===== src/pkg/spi_ctrl_map.vh =====
// Register offsets, field positions, reset values and timing figures of the serial controller.
`ifndef SPI_CTRL_MAP_VH
`define SPI_CTRL_MAP_VH

`define ADDR_CTRL 8'hA1
`define ADDR_MODE 8'hA2
`define ADDR_STAT 8'hA3
`define ADDR_DATA 8'hA4
`define ADDR_IRQ_CLR 8'hA6
`define ADDR_IRQ_EN 8'hA7

`define CTRL_IRQ_EN 7
`define CTRL_ENABLE 6
`define CTRL_MASTER 5
`define CTRL_CPOL 4
`define CTRL_CPHA 3
`define CTRL_SAMP_EDGE 2
`define CTRL_RESET 8'h00
`define CTRL_WMASK 8'hFC

`define MODE_THR_HI 7
`define MODE_THR_LO 6
`define MODE_FIFO_CLR 5
`define MODE_RATE_HI 3
`define MODE_RATE_LO 1
`define MODE_MSB_FIRST 0
`define MODE_RESET 8'h00
`define MODE_WMASK 8'hCF

`define STAT_DONE 7
`define STAT_RX_OVR 6
`define STAT_TX_OVR 5
`define STAT_TX_UDR 4
`define STAT_RESET 8'h00
`define IRQ_EN_RESET 4'hF

`define SYS_CLK_MHZ 200
`define RATE_MIN_DIV 6
`define RATE_MIN_HALF 9'h003
`define EDGES_PER_BYTE 5'h10
`define FIFO_DEPTH 4
`define FIFO_AW 2

`endif


===== src/hw/spi_ctrl.v =====
// Serial master/slave controller with four-byte transmit and receive FIFOs.
// Notes on behaviour
// Separate four-byte transmit and receive FIFOs sit between data register and shifter.
// Slave select is active low and only honoured in slave mode.
// Control bit 7 interrupt enable, bit 6 interface enable, bit 5 master select.
// Serial clock rests high when polarity set, low when clear.
// Output changes on rising edge when polarity xor phase is one, else falling.
// Slave samples rising for modes 00 and 11, falling for 01 and 10.
// Master samples on rising edge when sampling-edge bit set, else falling.
// Mode bits 7:6 raise the done flag after 1, 2, 3 or 4 bytes.
// Writing one to mode bit 5 empties both FIFOs.
// Rate field bits 3:1 divides system clock by 6, 8, 16 up to 512.
// Mode bit 0 set sends and receives MSB first, clear LSB first.
// Done flag bit 7 set on transfer end, cleared by writing zero or disabling.
// Byte arriving into full receive FIFO sets overrun bit 6 and interrupts.
// Status bits 3:0 show rx full, rx empty, tx full, tx empty, read-only.
// Data register read pops received data, write pushes transmit data.
// Mode register and status flag bits 7:4 reset to zero; status reads 05h with both FIFOs empty.
// Write into full tx FIFO sets bit 5; byte from empty tx FIFO sets bit 4.
// Interrupt asserts while enabled and done or any error flag is set with its bit set in the interrupt enable register.
`timescale 1ns/1ps
`include "spi_ctrl_map.vh"

module spi_ctrl #(
    parameter DEPTH = `FIFO_DEPTH,
    parameter AW = `FIFO_AW
) (
    input wire clk_in,
    input wire reset_n_in,
    input wire [7:0] addr_in,
    input wire [7:0] wdata_in,
    input wire wr_in,
    input wire rd_in,
    output reg [7:0] rdata_out,
    input wire sck_in,
    output reg sck_out,
    output reg sck_oe_out,
    input wire mosi_in,
    output reg mosi_out,
    output reg mosi_oe_out,
    input wire miso_in,
    output reg miso_out,
    output reg miso_oe_out,
    input wire slave_select_n_in,
    output reg irq_out
);

    // Half period in system clocks for each rate code.
    function [8:0] half_period;
        input [2:0] code;
        begin
            if (code == 3'h0)
            begin
                half_period = `RATE_MIN_HALF;
            end
            else
            begin
                half_period = 9'h002 << code;
            end
        end
    endfunction

    // Picks the bit that goes out for a given position and order.
    function pick_bit;
        input [7:0] data;
        input [2:0] idx;
        input msb_first;
        begin
            if (msb_first)
            begin
                pick_bit = data[3'h7 - idx];
            end
            else
            begin
                pick_bit = data[idx];
            end
        end
    endfunction

    function [7:0] shift_in;
        input [7:0] data;
        input bit_in;
        input msb_first;
        begin
            if (msb_first)
            begin
                shift_in = {data[6:0], bit_in};
            end
            else
            begin
                shift_in = {bit_in, data[7:1]};
            end
        end
    endfunction

    reg [7:0] ctrl_q;
    reg [7:0] mode_q;
    reg [3:0] flags_q;
    reg [3:0] irq_en_q;
    reg [7:0] tx_mem [0:DEPTH-1];
    reg [7:0] rx_mem [0:DEPTH-1];
    reg [AW-1:0] tx_wp_q;
    reg [AW-1:0] tx_rp_q;
    reg [AW:0] tx_cnt_q;
    reg [AW-1:0] rx_wp_q;
    reg [AW-1:0] rx_rp_q;
    reg [AW:0] rx_cnt_q;
    reg busy_q;
    reg [4:0] edge_cnt_q;
    reg [3:0] sh_cnt_q;
    reg [8:0] div_q;
    reg sck_q;
    reg sck_prev_q;
    reg [7:0] tx_byte_q;
    reg [7:0] rx_sh_q;
    reg [1:0] byte_cnt_q;

    wire enabled = ctrl_q[`CTRL_ENABLE];
    wire is_master = ctrl_q[`CTRL_MASTER];
    wire cpol = ctrl_q[`CTRL_CPOL];
    wire cpha = ctrl_q[`CTRL_CPHA];
    wire msb_first = mode_q[`MODE_MSB_FIRST];
    wire shift_rise = cpol ^ cpha;
    wire [8:0] half = half_period(mode_q[`MODE_RATE_HI:`MODE_RATE_LO]);

    wire wr_ctrl = wr_in && (addr_in == `ADDR_CTRL);
    wire wr_mode = wr_in && (addr_in == `ADDR_MODE);
    wire wr_stat = wr_in && (addr_in == `ADDR_STAT);
    wire wr_data = wr_in && (addr_in == `ADDR_DATA);
    wire wr_clr = wr_in && (addr_in == `ADDR_IRQ_CLR);
    wire wr_ien = wr_in && (addr_in == `ADDR_IRQ_EN);
    wire rd_data = rd_in && (addr_in == `ADDR_DATA);
    wire fifo_clr = wr_mode && wdata_in[`MODE_FIFO_CLR];

    wire tx_full = (tx_cnt_q == DEPTH);
    wire tx_empty = (tx_cnt_q == 0);
    wire rx_full = (rx_cnt_q == DEPTH);
    wire rx_empty = (rx_cnt_q == 0);

    wire slave_sel = enabled && !is_master && !slave_select_n_in;
    wire abort = !enabled || (!is_master && slave_select_n_in);
    wire start_m = enabled && is_master && !busy_q && !tx_empty;
    wire start_s = slave_sel && !busy_q;
    wire load = start_m || start_s;
    wire tx_pop = load && !tx_empty && !fifo_clr;
    wire udr_set = start_s && tx_empty;

    wire tick = busy_q && is_master && (div_q == half - 9'h001);
    wire ev = is_master ? tick : (busy_q && (sck_in != sck_prev_q));
    wire ev_rise = is_master ? !sck_q : sck_in;
    wire shift_ev = ev && (ev_rise == shift_rise);
    // Master uses its own sampling edge; a slave samples opposite the shift edge.
    wire samp_ev = ev && (is_master ? (ev_rise == ctrl_q[`CTRL_SAMP_EDGE])
                                    : (ev_rise != shift_rise));
    wire samp_bit = is_master ? miso_in : mosi_in;
    wire [7:0] rx_next = samp_ev ? shift_in(rx_sh_q, samp_bit, msb_first) : rx_sh_q;
    wire byte_done = ev && (edge_cnt_q == `EDGES_PER_BYTE - 5'h01) && !abort;
    wire rx_push = byte_done && !rx_full && !fifo_clr;
    wire rx_ovr_set = byte_done && rx_full;
    wire tx_push = wr_data && !tx_full && !fifo_clr;
    wire tx_ovr_set = wr_data && tx_full;
    wire rx_pop = rd_data && !rx_empty && !fifo_clr;
    wire thr_hit = byte_done && (byte_cnt_q == mode_q[`MODE_THR_HI:`MODE_THR_LO]);

    // With phase set the first shift edge presents bit zero, so the index lags by one.
    wire [3:0] idx_raw = (cpha && sh_cnt_q != 4'h0) ? sh_cnt_q - 4'h1 : sh_cnt_q;
    wire [2:0] out_idx = idx_raw[3] ? 3'h7 : idx_raw[2:0];
    wire out_bit = pick_bit(tx_byte_q, out_idx, msb_first);

    wire [3:0] flag_set = {thr_hit, rx_ovr_set, tx_ovr_set, udr_set};
    reg [3:0] flags_d;

    always @*
    begin
        flags_d = flags_q;
        if (wr_stat)
        begin
            flags_d = flags_d & wdata_in[7:4];
        end
        if (wr_clr)
        begin
            flags_d = flags_d & ~wdata_in[3:0];
        end
        if (!enabled)
        begin
            flags_d[3:2] = 2'h0;
        end
        // An event in the same cycle as its clear is kept.
        flags_d = flags_d | flag_set;
    end

    always @(posedge clk_in or negedge reset_n_in)
    begin
        if (!reset_n_in)
        begin
            ctrl_q <= `CTRL_RESET;
            mode_q <= `MODE_RESET;
            flags_q <= 4'h0;
            irq_en_q <= `IRQ_EN_RESET;
            irq_out <= 1'b0;
        end
        else
        begin
            if (wr_ctrl)
            begin
                ctrl_q <= wdata_in & `CTRL_WMASK;
            end
            if (wr_mode)
            begin
                mode_q <= wdata_in & `MODE_WMASK;
            end
            if (wr_ien)
            begin
                irq_en_q <= wdata_in[3:0];
            end
            flags_q <= flags_d;
            irq_out <= ctrl_q[`CTRL_IRQ_EN] && |(flags_q & irq_en_q);
        end
    end

    // The FIFO clear takes priority over any push or pop in the same cycle.
    always @(posedge clk_in or negedge reset_n_in)
    begin
        if (!reset_n_in)
        begin
            tx_wp_q <= {AW{1'b0}};
            tx_rp_q <= {AW{1'b0}};
            tx_cnt_q <= {(AW+1){1'b0}};
            rx_wp_q <= {AW{1'b0}};
            rx_rp_q <= {AW{1'b0}};
            rx_cnt_q <= {(AW+1){1'b0}};
        end
        else if (fifo_clr)
        begin
            tx_wp_q <= {AW{1'b0}};
            tx_rp_q <= {AW{1'b0}};
            tx_cnt_q <= {(AW+1){1'b0}};
            rx_wp_q <= {AW{1'b0}};
            rx_rp_q <= {AW{1'b0}};
            rx_cnt_q <= {(AW+1){1'b0}};
        end
        else
        begin
            if (tx_push)
            begin
                tx_wp_q <= tx_wp_q + {{(AW-1){1'b0}}, 1'b1};
            end
            if (tx_pop)
            begin
                tx_rp_q <= tx_rp_q + {{(AW-1){1'b0}}, 1'b1};
            end
            if (tx_push && !tx_pop)
            begin
                tx_cnt_q <= tx_cnt_q + {{AW{1'b0}}, 1'b1};
            end
            else if (tx_pop && !tx_push)
            begin
                tx_cnt_q <= tx_cnt_q - {{AW{1'b0}}, 1'b1};
            end
            if (rx_push)
            begin
                rx_wp_q <= rx_wp_q + {{(AW-1){1'b0}}, 1'b1};
            end
            if (rx_pop)
            begin
                rx_rp_q <= rx_rp_q + {{(AW-1){1'b0}}, 1'b1};
            end
            if (rx_push && !rx_pop)
            begin
                rx_cnt_q <= rx_cnt_q + {{AW{1'b0}}, 1'b1};
            end
            else if (rx_pop && !rx_push)
            begin
                rx_cnt_q <= rx_cnt_q - {{AW{1'b0}}, 1'b1};
            end
        end
    end

    // Storage has no reset; only the pointers define what is valid.
    always @(posedge clk_in)
    begin
        if (tx_push)
        begin
            tx_mem[tx_wp_q] <= wdata_in;
        end
        if (rx_push)
        begin
            rx_mem[rx_wp_q] <= rx_next;
        end
    end

    // Byte engine shared by both roles; the edge source differs by role.
    always @(posedge clk_in or negedge reset_n_in)
    begin
        if (!reset_n_in)
        begin
            busy_q <= 1'b0;
            edge_cnt_q <= 5'h00;
            sh_cnt_q <= 4'h0;
            div_q <= 9'h000;
            sck_q <= 1'b0;
            sck_prev_q <= 1'b0;
            tx_byte_q <= 8'h00;
            rx_sh_q <= 8'h00;
            byte_cnt_q <= 2'h0;
        end
        else
        begin
            sck_prev_q <= sck_in;
            if (!enabled)
            begin
                byte_cnt_q <= 2'h0;
            end
            else if (byte_done)
            begin
                byte_cnt_q <= thr_hit ? 2'h0 : byte_cnt_q + 2'h1;
            end
            if (busy_q && abort)
            begin
                busy_q <= 1'b0;
                sck_q <= cpol;
            end
            else if (load)
            begin
                busy_q <= 1'b1;
                edge_cnt_q <= 5'h00;
                sh_cnt_q <= 4'h0;
                div_q <= 9'h000;
                rx_sh_q <= 8'h00;
                sck_q <= cpol;
                // A slave with nothing queued sends zeros.
                tx_byte_q <= tx_empty ? 8'h00 : tx_mem[tx_rp_q];
            end
            else if (busy_q)
            begin
                if (is_master)
                begin
                    div_q <= tick ? 9'h000 : div_q + 9'h001;
                    if (tick)
                    begin
                        sck_q <= !sck_q;
                    end
                end
                if (ev)
                begin
                    edge_cnt_q <= edge_cnt_q + 5'h01;
                    rx_sh_q <= rx_next;
                    if (byte_done)
                    begin
                        busy_q <= 1'b0;
                    end
                end
                if (shift_ev)
                begin
                    sh_cnt_q <= sh_cnt_q + 4'h1;
                end
            end
            else
            begin
                sck_q <= cpol;
            end
        end
    end

    // Pins are registered, so data moves one system clock after its edge.
    always @(posedge clk_in or negedge reset_n_in)
    begin
        if (!reset_n_in)
        begin
            sck_out <= 1'b0;
            sck_oe_out <= 1'b0;
            mosi_out <= 1'b0;
            mosi_oe_out <= 1'b0;
            miso_out <= 1'b0;
            miso_oe_out <= 1'b0;
        end
        else
        begin
            sck_out <= busy_q ? sck_q : cpol;
            sck_oe_out <= enabled && is_master;
            mosi_out <= out_bit;
            mosi_oe_out <= enabled && is_master;
            miso_out <= out_bit;
            miso_oe_out <= slave_sel;
        end
    end

    always @(posedge clk_in or negedge reset_n_in)
    begin
        if (!reset_n_in)
        begin
            rdata_out <= 8'h00;
        end
        else if (rd_in)
        begin
            case (addr_in)
                `ADDR_CTRL: rdata_out <= ctrl_q;
                `ADDR_MODE: rdata_out <= mode_q;
                `ADDR_STAT: rdata_out <= {flags_q, rx_full, rx_empty, tx_full, tx_empty};
                `ADDR_DATA: rdata_out <= rx_empty ? 8'h00 : rx_mem[rx_rp_q];
                `ADDR_IRQ_EN: rdata_out <= {4'h0, irq_en_q};
                default: rdata_out <= 8'h00;
            endcase
        end
        else
        begin
            rdata_out <= 8'h00;
        end
    end

endmodule


===== config.mk =====
export PLATFORM = sky130hd
export DESIGN_NAME = spi_ctrl
export DESIGN_NICKNAME = d
export VERILOG_FILES = /design/src/hw/spi_ctrl.v
export VERILOG_INCLUDE_DIRS = /design/src /design/src/pkg
export SDC_FILE = /design/constraint.sdc
export NUM_CORES = 1
export LEC_CHECK = 0
export ABC_AREA = 1
export BUFFER_PORTS_ARGS = -buffer_cell sky130_fd_sc_hd__buf_2
export CORE_ASPECT_RATIO = 0.75
export CORE_UTILIZATION = 60
export CTS_CLUSTER_DIAMETER = 150
export CTS_CLUSTER_SIZE = 30
export DETAILED_ROUTE_END_ITERATION = 7
export PLACE_DENSITY = 0.87
export SYNTH_ARGS = -nofsm -noshare
export SYNTH_HDL_FRONTEND = slang
export SYNTH_SLANG_ARGS = --single-unit

===== constraint.sdc =====
create_clock -name clk_in -period 5.3 [get_ports clk_in]
set_clock_uncertainty 0.15 [all_clocks]
set_input_delay 0.53 -clock clk_in [delete_from_list [all_inputs] [get_ports clk_in]]
set_output_delay 0.53 -clock clk_in [all_outputs]
set_load 0.01 [all_outputs]

==> results.json, run 1 <==
{
  "status": "finished clean",
  "r2r_cells": 12,
  "drt_first_pass_iters": 5,
  "ff2ff_setup_slack_ps": 2360,
  "design_area_mm2": 0.00820,
  "slew_headroom": 0.424,
  "timing.final.max_slew_violations": 0,
  "synth_area_leaders": "dfrtp_1 (28%), edfxtp_1 (26%), nand2_1 (8.1%)",
  "wl_per_cell_um": 17.1,
  "initial_core_util": 0.625,
  "r2r_start": "ctrl_q[5]$_DFFE_PN0P_",
  "cts-resized-gates": 0,
  "clk_path_buf_depth": 2,
  "synth.largest_area_cell": "dfrtp_1",
  "synth_edf_count": 64,
  "io_buffer_count": 38,
  "die_x_um": 130,
  "tightest_slew_ps": 861,
  "gp_congestion": 0.913,
  "overflow": 0,
  "rsz0062_at_grt": "no",
  "ys_seq_area_frac": 0.556,
  "grt_max_degree": 61,
  "synth_nets": 834,
  "antenna_found_initial": 0,
  "cts_root_buf": "clkbuf_16",
  "routed_wl_um": 17200,
  "post-dp-hpwl_um": 11800,
  "hp-start": "sck_in",
  "finalHoldViolCount": 0,
  "areaGrowthSynthToFinish_pct": 11.7,
  "crit_fanout": 11,
  "finalCritPeriodShare": 0.555,
  "clk_pin_slew_ps": 70,
  "clock.fmax_mhz": 340,
  "yosysWarnings": 0,
  "postSynth.asyncResetShare": 0.573,
  "final_net_count": 872,
  "grt_pass1_vias": 5596,
  "via_per_inst": 5.91,
  "p_per_area_mw_per_mm2": 412,
  "core-area_mm2": 0.0117,
  "reg2reg_to": "rx_mem[1][7]$_DFFE_PP_",
  "setup.worst_path.class": "reg -> reg",
  "placed_area_mm2": 0.00764,
  "ioPinCount": 39,
  "whs_endpoint": "sck_prev_q$_DFF_PN0_",
  "endpoint_kind": "register",
  "drive_gt1_frac": 0.124,
  "syn_avg_cell_area_um2": 9.23,
  "via_count": 5962,
  "synth.top_cell.area_share": 0.280,
  "finalPower_uw": 3370,
  "cts_tree": "yes",
  "drc_errors": 0,
  "fin_setup_tns_ps": 0,
  "synthesis.area_mm2": 0.00734,
  "cts_max_level": 4,
  "dieArea_mm2": 0.0127,
  "grt_pass1_wl_um": 28000,
  "dieHeight_um": 97.8,
  "drtIter0Drc": 639,
  "diodes": 0,
  "p_leak_uw": 0.00360,
  "ys_types": 47,
  "whs_path_depth": 1,
  "cts_sinks": 150,
  "drtAntennaViolNets": 0,
  "rows": 34,
  "cp_data_required_time_ps": 5200,
  "hp-class": "in -> reg",
  "cp-startpoint": "ctrl_q[5]$_DFFE_PN0P_",
  "synth_ff_type": "dfrtp_1",
  "maxCapViolCount": 0,
  "finalSetupViolCount": 0,
  "track_usage": 0.295,
  "clk_latency_ps": 430,
  "cts_made_buffers": 17,
  "start_kind": "register",
  "synth-seq-cells": 150,
  "arrival_ps": 2840,
  "peakVddDrop_mv": 0.254,
  "synthCells": 795,
  "fin_crit_ps": 2940
}
[Yosys cell counts (all sizes together) (3+ instances only)]
master	number
a22oi	5
inv	111
buf	7
xnor2	7
xor2	12
o22ai	29
nand4	7
edfxtp	64
nor3	11
nor4	3
mux2i	4
nand3	60
ha	13
nor2	74
o21ai	66
clkbuf	14
a31oi	4
a32o	8
dfstp	4
nand2	166
dfrtp	82
a21oi	29
[cell usage in the layout, fill, tap and decap left out, drive strengths merged, types with 4 or more instances in the layout]
master / synthesis / layout
edfxtp: 64 / 64
ha: 13 / 13
nor2: 74 / 74
clkinvlp: 0 / 5
nor3: 11 / 11
mux2i: 4 / 4
nand2: 166 / 166
o21ai: 66 / 66
xor2: 12 / 12
dfstp: 4 / 4
clkbuf: 14 / 18
nand3: 60 / 60
dfrtp: 82 / 82
nand4: 7 / 7
a31oi: 4 / 4
o22ai: 29 / 29
buf: 7 / 39
a22oi: 5 / 5
a21oi: 29 / 29
xnor2: 7 / 7
a32o: 8 / 8
inv: 111 / 118
[report_power, final]
part | internal, uW | switching [uW] | total, uW
clock | 610 | 516 | 1130
combinational | 266 | 503 | 769
sequential | 1370 | 104 | 1480
[worst max path at each step]
stage,endpoint,slack [ps],cells after the start
detailed placement,rx_cnt_q[2]$_DFFE_PN0P_,2390,16
global placement,rx_cnt_q[2]$_DFFE_PN0P_,2490,16
finish,rx_mem[1][7]$_DFFE_PP_,2360,12
CTS,rx_mem[1][7]$_DFFE_PP_,2380,12
global route,rx_mem[1][7]$_DFFE_PP_,2120,12
floorplan,rx_cnt_q[2]$_DFFE_PN0P_,2750,15
[cell type report]
class,instances,area (um2)
Clock buffer,18,429
Clock inverter,14,116
Fill cell,865,3540
Inverter,112,420
Multi-Input combinational cell,512,2740
Sequential cell,150,4080
Tap cell,162,203
Timing Repair Buffer,40,210
[per-stage QoR]
step / setup slack, ps / std cells / hold WS (ps) / util
global route: 2120 / 1008 / 110 / 0.698
finish: 2360 / 1008 / 122 / 0.698
global placement: 2490 / 975 / 316 / 0.651
floorplan: 2750 / 795 / 84.4 / -
detailed placement: 2390 / 975 / 317 / 0.651
CTS: 2380 / 1008 / 119 / 0.698
[metal layers]
metal | vias to the layer above | wire length [um] | global-route usage
met1 | 2777 | 7420 | 0.420
met2 | 375 | 7380 | 0.423
met4 | 0 | 521 | 0.119
met5 | - | 0 | 0
met3 | 57 | 1880 | 0.0904
li1 | 2753 | - | -
[what timing repair did]
| item | CTS | global route |
|---|---|---|
| hold buffers | 1 | 0 |
| hold endpoints to repair | 26 | 0 |
| buffers inserted | 0 | 0 |
| endpoints found under the setup margin | 0 | 0 |
[state kept, by name, summed over array words and instances (netlist names), 3 cells and up]
signal,cells
rx_mem,32
tx_mem,32
div_q,9
rdata_out,8
rx_sh_q,8
tx_byte_q,8
ctrl_q,6
mode_q,6
edge_cnt_q,5
flags_q,4
irq_en_q,4
sh_cnt_q,4
rx_cnt_q,3
tx_cnt_q,3
[critical path, stage by stage (launching register included)]
cell and delay, ps:
dfrtp_1 600, nand2_1 150, inv_1 70, nand2_1 50
nor2_1 80, nand2_1 60, nor2_2 90, nand3_2 150
nand2_4 180, nand3_2 110, inv_2 110, nand2_2 90
nor2_1 670
[kinds of logic (layout without fill, tap and decap cells)]
kind of cell | count (synthesis) | after routing | share of synthesized area
buffers and inverters | 133 | 184 | 0.0709
muxes | 4 | 4 | 0.00546
adders and majority gates | 15 | 15 | 0.0276
DFF | 150 | 150 | 0.556
AOI/OAI and AO/OA | 151 | 151 | 0.124
xor gates and xnor gates | 19 | 19 | 0.0227
and+or+nand+nor | 323 | 323 | 0.193
Power figures use the tool's default switching activity.
==> inputs of run 2 (changes only) <==
--- a/config.mk
+++ b/config.mk
@@ -6,7 +6,7 @@
 export SDC_FILE = /design/constraint.sdc
 export NUM_CORES = 1
 export LEC_CHECK = 0
-export ABC_AREA = 1
+export ABC_AREA = 0
 export BUFFER_PORTS_ARGS = -buffer_cell sky130_fd_sc_hd__buf_2
 export CORE_ASPECT_RATIO = 0.75
 export CORE_UTILIZATION = 60
==> constraint.sdc (replaced) <==
create_clock -name clk_in -period 2.85 [get_ports clk_in]
set_clock_uncertainty 0.15 [all_clocks]
set_input_delay 0.285 -clock clk_in [delete_from_list [all_inputs] [get_ports clk_in]]
set_output_delay 0.285 -clock clk_in [all_outputs]
set_load 0.01 [all_outputs]
==> run 2 against run 1 <==
Compared with the run above: the run now ends with negative setup slack left; synthesized area rose by 0.15%; total power up 68%; setup slack lost 2600 ps; die area rose by 0.15%; hold slack lost 110 ps; count of clock-buffer cells in the layout grew 2; sequential power up 72%; final area increased by 8.4%; largest cell class unchanged.
==> results.json, run 2 <==
{
  "synth-seq-cells": 150,
  "cp_data_required_time_ps": 2970,
  "cp_top_family": "simple AND/OR/NAND/NOR gates",
  "grt_pass1_vias": 5486,
  "worst_slack_ps": -240,
  "via_per_inst": 6.50,
  "multi_input_area_mm2": 0.00317,
  "synthesis.area_mm2": 0.00735,
  "r2r_start": "mode_q[3]$_DFFE_PN0P_",
  "p_seq_frac": 0.447,
  "yosysWarnings": 0,
  "clock.fmax_mhz": 324,
  "drc_errors": 0,
  "fin_crit_ps": 3090,
  "dp_slack_ps": -169,
  "drive_gt1_frac": 0.304,
  "areaGrowthSynthToFinish_pct": 20.9,
  "final_common_cell": "dfrtp_1",
  "ioPinCount": 39,
  "synth_area_leaders": "dfrtp_1 (28%), edfxtp_1 (26%), mux2_2 (6.4%)",
  "violations": "negative setup slack",
  "worst_path_largest_cell_delay_ps": 500,
  "layout_common_cells": "dfrtp_1 (79), edfxtp_1 (64), nand2_1 (53), buf_4 (49), buf_2 (37)",
  "rows": 34,
  "dieHeight_um": 97.9,
  "ff2ff_setup_slack_ps": -240,
  "finalPower_uw": 5670,
  "finalCritPeriodShare": 1.08,
  "via_count": 5560,
  "timing.final.max_slew_violations": 0,
  "cts_made_buffers": 17,
  "placed_area_mm2": 0.00802,
  "clockPowerShare": 0.433,
  "routed_wl_um": 19800,
  "power_frac_comb": 0.120,
  "ys_types": 59,
  "yosys.cell_count.top_type": "dfrtp_1",
  "track_usage": 0.327,
  "core-area_mm2": 0.0118,
  "dieArea_mm2": 0.0127,
  "hp-class": "in -> reg",
  "worst-path-buf-inv": 1,
  "reg.largest.list": "rx_mem: 32 flops, tx_mem: 32 flops, div_q: 9 flops",
  "endpoint_kind": "register",
  "wl_per_cell_um": 23.2,
  "setup.worst_path.class": "reg -> reg",
  "clk_latency_ps": 420,
  "design_area_mm2": 0.00889,
  "cts_max_level": 4,
  "hp-start": "wdata_in[6]",
  "drtAntennaViolNets": 0,
  "peakVddDrop_mv": 0.464,
  "drt_first_pass_iters": 7,
  "syn_avg_cell_area_um2": 12.4,
  "p_per_area_mw_per_mm2": 638,
  "cts_sinks": 150,
  "synth.top_cell.area_share": 0.279,
  "ys_seq_area_frac": 0.555,
  "overflow": 0,
  "cts_tree": "yes",
  "finalHoldViolCount": 0,
  "swShare": 0.250,
  "critPathMostFrequentCell": "nor3_4",
  "io_buffer_count": 38,
  "p_leak_uw": 0.00379,
  "intPower_uw": 4250,
  "drtIter0Drc": 931,
  "start_kind": "register",
  "tightest_slew_ps": 720,
  "post-dp-hpwl_um": 12700,
  "grt_pass1_wl_um": 30300,
  "synth_nets": 634,
  "synthCells": 595,
  "final_net_count": 719,
  "status": "finished, violations left",
  "antenna_found_initial": 0,
  "fillers": 671,
  "clk_pin_slew_ps": 60,
  "diodes": 0,
  "cts_root_buf": "clkbuf_16",
  "crit_chain": "buf_4 > a21oi_2 > xnor2_1 > or4_4 > o31a_1 > nor3_4 > nand2_1 > nor2_2 > fa_2 > or3_4 > nor3_4 > nor3_1 > nor3b_2",
  "synth_ff_type": "dfrtp_1",
  "crit_fanout": 7,
  "cp-startpoint": "mode_q[3]$_DFFE_PN0P_",
  "p_switching_uw": 1420,
  "synth.largest_area_cell": "dfrtp_1",
  "initial_core_util": 0.624,
  "synth_common_cells": "dfrtp_1 (82), edfxtp_1 (64), nand2_1 (53)",
  "synth_edf_count": 64,
  "rsz0062_at_grt": "yes",
  "seqCellArea_mm2": 0.00408,
  "gp_congestion": 0.930,
  "arrival_ps": 3210,
  "maxCapViolCount": 0,
  "slew_headroom": 0.520,
  "cpMaxStageDelayCell": "or4_4",
  "clk_path_buf_depth": 2,
  "grt_max_degree": 45,
  "postSynth.asyncResetShare": 0.573,
  "finalSetupViolCount": 42,
  "die_x_um": 130
}
run 2: cells by family (layout without fill, tap and decap cells):
| group | after synthesis | count (layout) | synth area share |
|---|---|---|---|
| compound gates | 82 | 82 | 0.0752 |
| xor+xnor | 26 | 26 | 0.0310 |
| fa+ha+maj | 15 | 15 | 0.0276 |
| buf+inv | 53 | 151 | 0.0317 |
| flops | 150 | 150 | 0.555 |
| mux | 82 | 82 | 0.150 |
| simple gates | 187 | 187 | 0.130 |
run 2: final cells by class:
class,count,area share
multi-input cells,392,0.356
well taps,162,0.0228
flip-flops and latches,150,0.459
inverters,22,0.00929
repair buffers,97,0.0810
clock inverters,12,0.0222
clock buffers,20,0.0491
run 2: path summary, 6_finish.rpt:
kind	to	cells after the start
max in group asynchronous	ctrl_q[2]$_DFFE_PN0P_	3
min in group asynchronous	tx_byte_q[4]$_DFFE_PN0P_	2
worst min register to register	edge_cnt_q[3]$_DFFE_PN0P_	1
worst max register to register	rx_cnt_q[2]$_DFFE_PN0P_	13
worst max-delay path	rx_cnt_q[2]$_DFFE_PN0P_	13
worst min-delay path	tx_mem[3][6]$_DFFE_PP_	1
run 2: timing repair:
action / in CTS / in global routing
hold endpoints to repair: 46 / 0
hold buffers: 4 / 0
setup endpoints to repair: 42 / 79
resized for setup: 6 / 25
pin swaps: 6 / 13
setup buffers: 3 / 9
run 2: metrics by stage:
stage	util	hold WS (ps)	setup TNS [ps]	cells
2_1_floorplan	-	-161	-215	595
3_3_place_gp	0.681	164	-2360	809
3_5_place_dp	0.681	171	-3980	809
4_1_cts	0.741	2.58	-122	848
5_1_grt	0.754	20.9	-4680	855
6_report	0.754	13.4	-2000	855
run 2: worst reg2reg max path, delay by kind of cell, from the launching register on:
kind	cells	cell delay (ps)
AOI/OAI and AO/OA	2	470
xor gates and xnor gates	1	90
adders and majority gates	1	240
buffers and inverters	1	150
DFF	1	450
and+or+nand+nor	8	1380
run 2: layer usage:
layer / part of all wire / global-route usage / up-vias
li1: - / - / 2329
met5: 0 / 0 / -
met3: 0.11 / 0.0893 / 85
met4: 0.039 / 0.140 / 0
met2: 0.47 / 0.497 / 409
met1: 0.38 / 0.446 / 2737
run 2: power by group through the flow:
| stage | combinational (uW) | clock (uW) | sequential (uW) |
|---|---|---|---|
| 6_report | 680 | 2450 | 2540 |
| 2_1_floorplan | 476 | 0 | 2480 |
| 3_5_place_dp | 618 | 0 | 2570 |
| 4_1_cts | 654 | 2450 | 2530 |
| 5_1_grt | 729 | 2540 | 2560 |
| 3_3_place_gp | 584 | 0 | 2560 |
==> inputs of run 3 (changes only) <==
--- a/config.mk
+++ b/config.mk
@@ -10,7 +10,7 @@
 export BUFFER_PORTS_ARGS = -buffer_cell sky130_fd_sc_hd__buf_2
 export CORE_ASPECT_RATIO = 0.75
 export CORE_UTILIZATION = 60
-export CTS_CLUSTER_DIAMETER = 150
+export CTS_CLUSTER_DIAMETER = 200
 export CTS_CLUSTER_SIZE = 30
 export DETAILED_ROUTE_END_ITERATION = 7
 export PLACE_DENSITY = 0.87
==> constraint.sdc (replaced) <==
create_clock -name clk_in -period 2.85 [get_ports clk_in]
set_clock_uncertainty 0.15 [all_clocks]
set_input_delay 0 -clock clk_in [delete_from_list [all_inputs] [get_ports clk_in]]
set_output_delay 0 -clock clk_in [all_outputs]
set_load 0.01 [all_outputs]
==> run 3 against run 2 <==
Compared with the run above: the flow still finishes with violations (negative setup slack); count of clock-buffer cells in the layout decreased by 2; via count increased by 5.1%; maximum frequency increased by 0.22%; total power decreased by 3.5%; cell count increased by 2.2%; critical path type unchanged; largest cell class unchanged; largest power group unchanged; highest routed layer unchanged.
==> results.json, run 3 (synthesis gave the netlist of run 2 again) <==
{
  "maxCapViolCount": 0,
  "dieHeight_um": 97.9,
  "start_kind": "register",
  "fin_crit_ps": 3080,
  "cts_root_buf": "clkbuf_16",
  "dieArea_mm2": 0.0127,
  "slew_headroom": 0.528,
  "p_leak_uw": 0.00385,
  "drt_first_pass_iters": 5,
  "ioPinCount": 39,
  "cp_top_family": "simple AND/OR/NAND/NOR gates",
  "drc_errors": 0,
  "status": "finished, violations left",
  "reg.largest.list": "rx_mem: 32 flops, tx_mem: 32 flops, div_q: 9 flops",
  "clk_path_buf_depth": 2,
  "layout_common_cells": "dfrtp_1 (79), edfxtp_1 (64), nand2_1 (51), buf_4 (49), buf_2 (37)",
  "timing.final.max_slew_violations": 0,
  "antenna_found_initial": 0,
  "cts_max_level": 4,
  "final_net_count": 738,
  "worst_slack_ps": -233,
  "diodes": 0,
  "track_usage": 0.374,
  "cp_data_required_time_ps": 2980,
  "critPathMostFrequentCell": "buf_6",
  "final_common_cell": "dfrtp_1",
  "arrival_ps": 3210,
  "peakVddDrop_mv": 0.473,
  "overflow": 0,
  "rsz0062_at_grt": "yes",
  "grt_pass1_vias": 5942,
  "rows": 34,
  "design_area_mm2": 0.00904,
  "cts_sinks": 150,
  "hp-class": "in -> async",
  "via_count": 5841,
  "clock.fmax_mhz": 324,
  "dp_slack_ps": -258,
  "drtAntennaViolNets": 0,
  "drive_gt1_frac": 0.326,
  "cts_tree": "yes",
  "cp-startpoint": "mode_q[2]$_DFFE_PN0P_",
  "p_per_area_mw_per_mm2": 605,
  "cpMaxStageDelayCell": "or4_4",
  "tightest_slew_ps": 708,
  "worst_path_largest_cell_delay_ps": 480,
  "r2r_start": "mode_q[2]$_DFFE_PN0P_",
  "cts_made_buffers": 17,
  "endpoint_kind": "register",
  "worst-path-buf-inv": 5,
  "drtIter0Drc": 792,
  "placed_area_mm2": 0.00794,
  "grt_pass1_wl_um": 34200,
  "areaGrowthSynthToFinish_pct": 23.0,
  "via_per_inst": 6.68,
  "setup.worst_path.class": "reg -> reg",
  "violations": "negative setup slack",
  "wl_per_cell_um": 25.0,
  "core-area_mm2": 0.0118,
  "crit_fanout": 6,
  "whs_ps": 6.02,
  "post-dp-hpwl_um": 12600,
  "finalHoldViolCount": 0,
  "grt_max_degree": 38,
  "clk_latency_ps": 440,
  "initial_core_util": 0.624,
  "routed_wl_um": 21800,
  "final_util": 0.767,
  "crit_chain": "buf_6 > nor3_2 > a21oi_1 > or4_4 > o31a_1 > buf_4 > buf_6 > buf_6 > nor4_2 > buf_4 > o21ai_0 > nor3b_1",
  "clk_pin_slew_ps": 70,
  "die_x_um": 130,
  "finalSetupViolCount": 32,
  "gp_congestion": 0.855,
  "finalCritPeriodShare": 1.08,
  "io_buffer_count": 38
}
run 3: changes by cell type in the layout (fill, tap and decap cells not counted), sizes merged, moves of 2 or more:
cell / previous run / this run
bufinv: 5 / 1
dlygate4sd3: 4 / 18
clkinvlp: 0 / 2
buf: 93 / 97
inv: 25 / 28
run 3: final timing paths:
check,end,slack (ps),cells after the start
setup / recovery,rx_cnt_q[0]$_DFFE_PN0P_,-230,12
hold / removal,miso_oe_out$_DFF_PN0_,6,3
setup reg to reg,rx_cnt_q[0]$_DFFE_PN0P_,-230,12
hold reg to reg,edge_cnt_q[3]$_DFFE_PN0P_,320,1
max in group asynchronous,irq_en_q[1]$_DFFE_PN1P_,2190,3
min in group clk_in,rx_sh_q[0]$_DFFE_PN0P_,50,4
run 3: final cells by class:
class	count	area [um2]
Clock inverter	14	141
Timing Repair Buffer	116	871
Clock buffer	18	429
Sequential cell	150	4080
Fill cell	626	2740
Tap cell	162	203
Inverter	22	82.6
Multi-Input combinational cell	392	3230
run 3: routing by layer:
layer  global-route usage  share of wire  up-vias
li1                     -              -     2374
met5                    0              0        -
met3                0.124           0.12      125
met1                0.481           0.35     2829
met2                0.571           0.47      513
met4                0.184          0.057        0
run 3: through the flow:
stage / cells / power, uW / TNS, ps
global route: 874 / 5600 / -3550
detailed placement: 807 / 3180 / -384
CTS: 868 / 5400 / -269
global placement: 807 / 3120 / -45.3
floorplan: 595 / 2950 / -215
finish: 874 / 5470 / -1240
run 3: power breakdown:
part	internal [uW]	switching [uW]
logic	344	360
registers	2370	183
clock network	1230	993
run 3: what timing repair did:
item,in CTS,in global routing
gates cloned,0,0
setup buffers,10,7
gates resized for setup,26,29
endpoints found under the setup margin,40,53
pin swaps,16,4
hold buffers,19,0
endpoints found under the hold margin,145,0
run 3: worst register-to-register path, stage by stage, from the launching register on:
cell and delay [ps]:
dfrtp_2 450, buf_6 130, nor3_2 160, a21oi_1 60, or4_4 480, o31a_1 290, buf_4 150, buf_6 110
buf_6 130, nor4_2 360, buf_4 210, o21ai_0 90, nor3b_1 150
